## src/amux_pin_select_pkg.sv

```systemverilog
// Functional notes
// - Port 2 select bit n set connects port 2 pin n to the shared mux.
// - Port 3 select bit n set connects port 3 pin n to the shared mux.
// - Port 2 select at page 0x0 address 0x9c, port 3 at 0xa4, fully read/write.
// - Reset clears both select registers so every pin switch is open.
package amux_pin_select_pkg;
  localparam logic [7:0] SFR_PAGE = 8'h00;
  localparam logic [7:0] PORT2_SELECT_ADDR = 8'h9c;
  localparam logic [7:0] PORT3_SELECT_ADDR = 8'ha4;
  localparam logic [7:0] SELECT_RESET = 8'h00;
  localparam int PIN0_SWITCH_BIT = 0;
  localparam int PIN7_SWITCH_BIT = 7;
endpackage

```

## src/pin_select_reg.sv

```systemverilog
module pin_select_reg (
  input wire logic clk, // Core clock.
  input wire logic rst_b, // Synchronous reset, active low.
  input wire logic write_hit, // Write strobe decoded for this register.
  input wire logic [7:0] write_data, // Byte to store.
  output logic [7:0] value // Stored switch bits.
);
  always_ff @(posedge clk) begin
    if (!rst_b) begin
      value <= amux_pin_select_pkg::SELECT_RESET;
    end else if (write_hit) begin
      value <= write_data;
    end
  end

  chk_reset_clears: assert property (@(posedge clk)
    !rst_b |=> value == amux_pin_select_pkg::SELECT_RESET)
    else $error("select register not cleared by reset");

  chk_write_stores: assert property (@(posedge clk) disable iff (!rst_b)
    write_hit |=> value == $past(write_data))
    else $error("select register did not store written byte");

  chk_hold_idle: assert property (@(posedge clk) disable iff (!rst_b)
    !write_hit && $past(rst_b) |=> $stable(value))
    else $error("select register changed without a write");
endmodule

```

## src/analog_input_pin_select_p2_p3.sv

```systemverilog
module analog_input_pin_select_p2_p3 (
  input wire logic clk, // Core clock.
  input wire logic rst_b, // Synchronous system reset, active low.
  input wire logic [7:0] sfr_page, // Current special-function page.
  input wire logic [7:0] sfr_addr, // Special-function address.
  input wire logic sfr_wr, // Write strobe, one cycle.
  input wire logic sfr_rd, // Read strobe, one cycle.
  input wire logic [7:0] sfr_wdata, // Write data.
  output logic [7:0] sfr_rdata, // Read data, registered.
  output logic sfr_rvalid, // Read data valid, one-cycle pulse.
  output logic [7:0] port2_analog_pin_select, // Port 2 switch closes, bit n is pin n.
  output logic [7:0] port3_analog_pin_select // Port 3 switch closes, bit n is pin n.
);
  logic page_hit;
  logic p2_hit;
  logic p3_hit;
  logic [7:0] p2_value;
  logic [7:0] p3_value;
  logic [7:0] next_rdata;

  // Both registers decode the same way, so the page and address match is shared here.
  function automatic logic reg_hit(input logic [7:0] page, input logic [7:0] addr,
      input logic [7:0] target);
    return page == amux_pin_select_pkg::SFR_PAGE && addr == target;
  endfunction

  assign page_hit = sfr_page == amux_pin_select_pkg::SFR_PAGE;
  assign p2_hit = reg_hit(sfr_page, sfr_addr, amux_pin_select_pkg::PORT2_SELECT_ADDR);
  assign p3_hit = reg_hit(sfr_page, sfr_addr, amux_pin_select_pkg::PORT3_SELECT_ADDR);

  pin_select_reg port2_reg (
    .clk(clk),
    .rst_b(rst_b),
    .write_hit(sfr_wr && p2_hit),
    .write_data(sfr_wdata),
    .value(p2_value)
  );

  pin_select_reg port3_reg (
    .clk(clk),
    .rst_b(rst_b),
    .write_hit(sfr_wr && p3_hit),
    .write_data(sfr_wdata),
    .value(p3_value)
  );

  // Switch drives are copies of the stored bits, so they trail the register by a cycle.
  // Keeping outputs on flops avoids glitches on the analog switch gates.
  always_ff @(posedge clk) begin
    if (!rst_b) begin
      port2_analog_pin_select <= amux_pin_select_pkg::SELECT_RESET;
      port3_analog_pin_select <= amux_pin_select_pkg::SELECT_RESET;
    end else begin
      port2_analog_pin_select <= p2_value;
      port3_analog_pin_select <= p3_value;
    end
  end

  // Unmapped addresses read as zero so other peripherals can share the bus by OR.
  always_comb begin
    next_rdata = 8'h00;
    if (p2_hit) begin
      next_rdata = p2_value;
    end else if (p3_hit) begin
      next_rdata = p3_value;
    end
  end

  always_ff @(posedge clk) begin
    if (!rst_b) begin
      sfr_rdata <= 8'h00;
      sfr_rvalid <= 1'b0;
    end else begin
      sfr_rdata <= sfr_rd ? next_rdata : 8'h00;
      sfr_rvalid <= sfr_rd;
    end
  end

  chk_p2_follows: assert property (@(posedge clk) disable iff (!rst_b)
    sfr_wr && p2_hit ##1 rst_b |=> port2_analog_pin_select == $past(sfr_wdata, 2))
    else $error("port 2 switches do not follow written byte");

  chk_p3_follows: assert property (@(posedge clk) disable iff (!rst_b)
    sfr_wr && p3_hit ##1 rst_b |=> port3_analog_pin_select == $past(sfr_wdata, 2))
    else $error("port 3 switches do not follow written byte");

  chk_reset_open: assert property (@(posedge clk)
    !rst_b ##1 !rst_b |-> port2_analog_pin_select == 8'h00 && port3_analog_pin_select == 8'h00)
    else $error("pin switches not open in reset");

  chk_p2_readback: assert property (@(posedge clk) disable iff (!rst_b)
    sfr_rd && p2_hit |=> sfr_rvalid && sfr_rdata == $past(p2_value))
    else $error("port 2 readback wrong");

  chk_p3_readback: assert property (@(posedge clk) disable iff (!rst_b)
    sfr_rd && p3_hit |=> sfr_rvalid && sfr_rdata == $past(p3_value))
    else $error("port 3 readback wrong");

  chk_unmapped_zero: assert property (@(posedge clk) disable iff (!rst_b)
    sfr_rd && !p2_hit && !p3_hit |=> sfr_rdata == 8'h00)
    else $error("unmapped read not zero");

  chk_other_page: assert property (@(posedge clk) disable iff (!rst_b)
    sfr_wr && !page_hit ##1 1'b1 |=> $stable(port2_analog_pin_select)
      && $stable(port3_analog_pin_select))
    else $error("write on another page changed switches");

  chk_no_read_quiet: assert property (@(posedge clk) disable iff (!rst_b)
    !sfr_rd |=> !sfr_rvalid && sfr_rdata == 8'h00)
    else $error("read data driven without read");

  // Outside reset, the switch drives must be the stored bits of one cycle earlier.
  // A mismatch here would mean a pin closes without software having asked for it.
  chk_p2_tracks_reg: assert property (@(posedge clk) disable iff (!rst_b)
    $past(rst_b) |-> port2_analog_pin_select == $past(p2_value))
    else $error("port 2 switches differ from stored bits");

  chk_p3_tracks_reg: assert property (@(posedge clk) disable iff (!rst_b)
    $past(rst_b) |-> port3_analog_pin_select == $past(p3_value))
    else $error("port 3 switches differ from stored bits");

  // The end bits are checked one by one, so a swapped bit order cannot hide in a byte compare.
  chk_p2_pin0_bit: assert property (@(posedge clk) disable iff (!rst_b)
    sfr_wr && p2_hit ##1 rst_b |=>
      port2_analog_pin_select[amux_pin_select_pkg::PIN0_SWITCH_BIT]
        == $past(sfr_wdata[amux_pin_select_pkg::PIN0_SWITCH_BIT], 2))
    else $error("port 2 pin 0 switch wrong");

  chk_p2_pin7_bit: assert property (@(posedge clk) disable iff (!rst_b)
    sfr_wr && p2_hit ##1 rst_b |=>
      port2_analog_pin_select[amux_pin_select_pkg::PIN7_SWITCH_BIT]
        == $past(sfr_wdata[amux_pin_select_pkg::PIN7_SWITCH_BIT], 2))
    else $error("port 2 pin 7 switch wrong");

  chk_p3_pin0_bit: assert property (@(posedge clk) disable iff (!rst_b)
    sfr_wr && p3_hit ##1 rst_b |=>
      port3_analog_pin_select[amux_pin_select_pkg::PIN0_SWITCH_BIT]
        == $past(sfr_wdata[amux_pin_select_pkg::PIN0_SWITCH_BIT], 2))
    else $error("port 3 pin 0 switch wrong");

  chk_p3_pin7_bit: assert property (@(posedge clk) disable iff (!rst_b)
    sfr_wr && p3_hit ##1 rst_b |=>
      port3_analog_pin_select[amux_pin_select_pkg::PIN7_SWITCH_BIT]
        == $past(sfr_wdata[amux_pin_select_pkg::PIN7_SWITCH_BIT], 2))
    else $error("port 3 pin 7 switch wrong");

  // A write aimed at one register must never touch the other one.
  chk_p2_untouched: assert property (@(posedge clk) disable iff (!rst_b)
    !(sfr_wr && p2_hit) && $past(rst_b) |=> $stable(p2_value))
    else $error("port 2 register changed by another write");

  chk_p3_untouched: assert property (@(posedge clk) disable iff (!rst_b)
    !(sfr_wr && p3_hit) && $past(rst_b) |=> $stable(p3_value))
    else $error("port 3 register changed by another write");

  // Reset clears the stored bits at the first low edge.
  chk_reset_regs: assert property (@(posedge clk)
    !rst_b |=> p2_value == 8'h00 && p3_value == 8'h00)
    else $error("select registers not cleared by reset");

  // The first edge after release must still see every switch open.
  // This catches an output stage that kept its old value through reset.
  chk_release_open: assert property (@(posedge clk)
    rst_b && $past(!rst_b) |-> port2_analog_pin_select == 8'h00
      && port3_analog_pin_select == 8'h00 && !sfr_rvalid)
    else $error("pin switches not open after reset release");

  chk_reset_quiet: assert property (@(posedge clk)
    !rst_b |=> !sfr_rvalid && sfr_rdata == 8'h00)
    else $error("read port busy during reset");

  // Every read strobe is answered, mapped or not, so software never waits.
  chk_rvalid_pulse: assert property (@(posedge clk) disable iff (!rst_b)
    sfr_rd |=> sfr_rvalid)
    else $error("read not answered");

  // A read that meets a write in one cycle returns the byte held before it.
  chk_p2_read_old: assert property (@(posedge clk) disable iff (!rst_b)
    sfr_rd && sfr_wr && p2_hit |=> sfr_rdata == $past(p2_value) && p2_value == $past(sfr_wdata))
    else $error("port 2 read during write wrong");

  chk_p3_read_old: assert property (@(posedge clk) disable iff (!rst_b)
    sfr_rd && sfr_wr && p3_hit |=> sfr_rdata == $past(p3_value) && p3_value == $past(sfr_wdata))
    else $error("port 3 read during write wrong");

  // A read on another page must not leak either register onto the shared bus.
  chk_page_read_zero: assert property (@(posedge clk) disable iff (!rst_b)
    sfr_rd && !page_hit |=> sfr_rdata == 8'h00)
    else $error("read on another page not zero");

  // The switch stage only moves in the cycle after the register moved.
  chk_p2_out_quiet: assert property (@(posedge clk) disable iff (!rst_b)
    $past(rst_b) && $stable(p2_value) |=> $stable(port2_analog_pin_select))
    else $error("port 2 switches moved on their own");

  chk_p3_out_quiet: assert property (@(posedge clk) disable iff (!rst_b)
    $past(rst_b) && $stable(p3_value) |=> $stable(port3_analog_pin_select))
    else $error("port 3 switches moved on their own");
endmodule

```

## config.mk

```make
export PLATFORM = sky130hd
export DESIGN_NAME = analog_input_pin_select_p2_p3
export DESIGN_NICKNAME = d
export VERILOG_FILES = /design/src/amux_pin_select_pkg.sv /design/src/pin_select_reg.sv /design/src/analog_input_pin_select_p2_p3.sv
export SDC_FILE = /design/constraint.sdc
export NUM_CORES = 1
export LEC_CHECK = 0
export BUFFER_PORTS_ARGS = -buffer_cell sky130_fd_sc_hd__buf_2
export CAP_MARGIN = 20
export CORE_MARGIN = 3
export CORE_UTILIZATION = 40
export CTS_CLUSTER_DIAMETER = 200
export CTS_CLUSTER_SIZE = 8
export DETAILED_ROUTE_END_ITERATION = 6
export PLACE_DENSITY_LB_ADDON = 0.3
export SLEW_MARGIN = 20
export SYNTH_ARGS = -nofsm -noshare
export SYNTH_HDL_FRONTEND = slang
export SYNTH_HIERARCHICAL = 1
export SYNTH_SLANG_ARGS = --single-unit
export TNS_END_PERCENT = 100
```

## constraint.sdc

```tcl
create_clock -name clk -period 1.4 [get_ports clk]
set_clock_uncertainty 0.15 [all_clocks]
set_input_delay 0.14 -clock clk [delete_from_list [all_inputs] [get_ports clk]]
set_output_delay 0.14 -clock clk [all_outputs]
set_load 0.05 [all_outputs]
```

## Word level (Yosys, flattened, before mapping)

Cells that the tools add are included.

- Input port bits: 28
- Bits in registers: 41
- Output and inout port bits: 25
- Word-level logic and storage cells: 16

- Reduce and logical (&&, ||, !) cells: 6
- Eq/ne operators: 2
- Mux-type cells: 2

Operators with widths:

| kind | count |
|---|---|
| equality test 8 bit, second input constant | 2 |
| 2-to-1 mux 8 bit | 2 |
| zero test 8 bit | 1 |
| logical AND 1 bit | 4 |
| AND reduction 2 bit | 1 |

## Logic depth before layout (Yosys ltp)

- Depth after elaboration: 4
- Mapped depth: 6
- Mapped depth without buffers: 5

## By module

The synthesis kept the hierarchy.

By module, submodules not included:

| module | cells each | instances | area each (um^2) |
|---|---|---|---|
| analog_input_pin_select_p2_p3 | 72 | 1 | 827.0 |
| pin_select_reg | 25 | 2 | 301.5 |

## Worst setup path before layout

No wires, ideal clock.

- Path type: input-to-reg
- From: input sfr_addr[5]
- To: register port2_reg.value[0]
- Path slack: 0.015 ns
- Required time: 1.134 ns
- Setup time: 0.116 ns
- Data arrival time: 1.119 ns
- Cell stages on the path: 6
- Cell sequence: and3b_1 > clkbuf_1 > nor2b_1 > buf_6 > mux2i_1 > nor2b_1

- Longest elaborated chain between the ends: 3

Ends and longest elaborated chain:

| what | RTL line | source |
|---|---|---|
| start: declaration | analog_input_pin_select_p2_p3.sv:5 | `input wire logic [7:0] sfr_addr,` |
| equality test 8 bit | analog_input_pin_select_p2_p3.sv:24 | `return page == amux_pin_select_pkg::SFR_PAGE && addr == target;` |
| logical AND 1 bit | analog_input_pin_select_p2_p3.sv:24 |  |
| logical AND 1 bit | analog_input_pin_select_p2_p3.sv:34 | `.write_hit(sfr_wr && p2_hit),` |
| end signal: assignment | pin_select_reg.sv:10 | `value <= amux_pin_select_pkg::SELECT_RESET;` |
| end signal: assignment | pin_select_reg.sv:12 | `value <= write_data;` |
| end: declaration | pin_select_reg.sv:6 | `output logic [7:0] value` |

No other way between the ends.
A chain may end at the register's enable or synchronous reset.

## Worst setup path in the final report

- From: input sfr_rd
- To: register sfr_rvalid

RTL lines:

| what | RTL line | source |
|---|---|---|
| start: declaration | analog_input_pin_select_p2_p3.sv:7 | `input wire logic sfr_rd,` |
| end signal: assignment | analog_input_pin_select_p2_p3.sv:75 | `sfr_rvalid <= sfr_rd;` |
| end: declaration | analog_input_pin_select_p2_p3.sv:10 | `output logic sfr_rvalid,` |

No word-level cell between the ends.

==> reports/metrics.cfg <==
[outcome]
outcome = finished, final reports clean

[route]
vias_per_cell = 4.54
vias = 1104
wl_um = 2980
dr.pass1.iters = 4
antenna_left = 0
drc = 0
drtIter0Drc = 22
wl_per_cell_um = 12.3

[pwr]
powerDensity_nw_per_um2 = 1050
vdd_drop_max_mv = 0.626
p_leak_nw = 0.841
power_mw = 2.08

[floorplan]
initial_core_util = 0.422
ioPinCount = 53
die_area_um2 = 4330
die_height_um = 65.8
core_region_area_um2 = 3390
rows = 21
die_w_um = 65.8

[cts]
cts_max_level = 2
clk_pin_slew_worst_paths_ns = 0.12
clock_sinks = 41
cts_buffers = 5
cts_tree = done
clock_path_buffers = 2
root_buffer = clkbuf_4
clk-insertion-delay-late_ns = 0.33

[synthesis]
syn-num-nets = 150
synth_area_um2 = 1430
avgSynthCellArea_um2 = 11.7
synth_top_cell_by_area = dfxtp_1
yosysWarningCount = 6
synth_cell_types = 16
synth-seq-cells = 41
synth_top_area_share = 0.574
ys_top_cells_by_area = dfxtp_1, mux2i_1, and2_1
yosysSeqAreaShare = 0.574
synthCells = 122

[global_routing]
grt_pass1_wl_um = 4770
antenna_found_initial = 0
overflow = 0
grt_usage = 0.150
grt_pass1_vias = 1044
grt_max_degree = 32

[timing]
fin_crit_sh = 0.974
fmax_mhz = 733
setup_violations = 0
min_period_ns = 1.36
relSlewSlack = 0.820
finalMaxSlewViolations = 0
tightest_slew_ns = 0.269
rsz0062_at_grt = yes
hold_violations = 0
setup_ws_ns = 0.0362
fin_setup_tns_ns = 0

[setup_path]
crit_type = primary input to register
path_max_fanout = 2
cp.required_ns = 1.48
end_kind = register
worst_setup_path_start_kind = primary input
arrival_ns = 1.45

[placement]
globalplace.congestion = 0.740
portBuffers = 52
place_ws_ns = -0.242
dp_hpwl_um = 2220

[flow_run]
maxCapViolations = 0

[layout]
drive_gt1_frac = 0.365
diodes = 0
area_growth_pct = 38.2
fin_nets = 224

[worst_hold_path]
hold_path_class = primary input to register

## sequential cells by signal (all words and copies together) (netlist names)
signal / count
port2_analog_pin_select: 8
port2_reg/value: 8
port3_analog_pin_select: 8
port3_reg/value: 8
sfr_rdata: 8
sfr_rvalid: 1
## worst max-delay path, cell delays in order
cell,delay [ns]
dlygate4sd3_1,0.53
buf_2,0.12
and2_1,0.12
dlygate4sd3_1,0.54
## placed cells by master (no fill, tap or decap)
cell type	netlist	final
nor3b_2	1	1
and3b_1	2	2
a22oi_1	8	8
clkinvlp_4	0	1
inv_1	1	1
bufinv_16	0	1
nor4_4	2	2
clkbuf_4	0	5
nor2b_1	17	17
nand4_1	1	1
and4b_1	1	1
clkbuf_8	0	1
nand4_2	1	1
buf_2	0	52
dlygate4sd3_1	0	11
nor3b_1	1	1
and2_1	17	17
buf_4	0	8
mux2i_1	16	16
nor2_1	9	9
dfxtp_1	41	41
## power by group
part / total (mW) / internal (mW) / leakage (nW) / switching, mW
clock: 0.794 / 0.424 / 0.0445 / 0.370
combinational: 0.123 / 0.0689 / 0.466 / 0.0536
sequential: 1.17 / 1.17 / 0.330 / 0.000414
total: 2.08 / 1.66 / 0.841 / 0.424
## final cells by class
type / count / area (µm²)
clock buffers: 6 / 51.3
clock inverters: 2 / 37.5
fillers: 297 / 1410
inverters: 1 / 3.75
multi-input cells: 76 / 576
flip-flops and latches: 41 / 821
well taps: 46 / 57.6
repair buffers: 71 / 430
## synthesized netlist by cell type
cell type,count
clkbuf_1,2
nand4_2,1
nor3b_2,1
and2_1,17
and3b_1,2
nor2b_1,17
nor2_1,9
dfxtp_1,41
buf_6,2
a22oi_1,8
nor4_4,2
mux2i_1,16
and4b_1,1
inv_1,1
nor3b_1,1
nand4_1,1
## layer usage
layer  vias to the layer above  wire (µm)  track usage
met5                         -          0            0
met4                         0         44       0.0544
met3                         5        123       0.0561
met2                        23       1650        0.267
met1                       519       1170        0.161
li1                        557          -            -
## cell families after synthesis
logic type | synth area share
flip-flops | 0.574
multiplexers | 0.112
AND/OR/NAND/NOR | 0.248
buffers and inverters | 0.0236
AO/OA/AOI/OAI | 0.0420
## worst paths after layout
check                                                     start  slack (ns)                                     to  cells after the start
worst min-delay path                                sfr_page[2]        0.06                sfr_rdata[5]$_SDFF_PN0_                      4
worst max-delay path                                     sfr_rd        0.04                  sfr_rvalid$_SDFF_PN0_                      4
worst max register to register  port3_reg/value[3]$_SDFFE_PN0P_        0.55                sfr_rdata[3]$_SDFF_PN0_                      2
worst min register to register  port2_reg/value[6]$_SDFFE_PN0P_        0.35  port2_analog_pin_select[6]$_SDFF_PN0_                      1
## timing repair
| action | CTS | global route |
|---|---|---|
| hold buffers | 11 | 0 |
| setup endpoints to repair | 0 | 2 |
| setup buffers | 0 | 0 |
| gates resized for setup | 0 | 0 |
| hold endpoints to repair | 18 | 0 |
## per-stage QoR
step	util	hold WS, ns	cell area, µm²	cells
5_1_grt	0.583	0.0487	1980	243
3_5_place_dp	0.525	0.206	1780	224
2_1_floorplan	-	0.112	1430	122
4_1_cts	0.583	0.0551	1980	243
3_3_place_gp	0.525	0.205	1780	224
6_report	0.583	0.0599	1980	243
(Power assumes the default switching activity.)
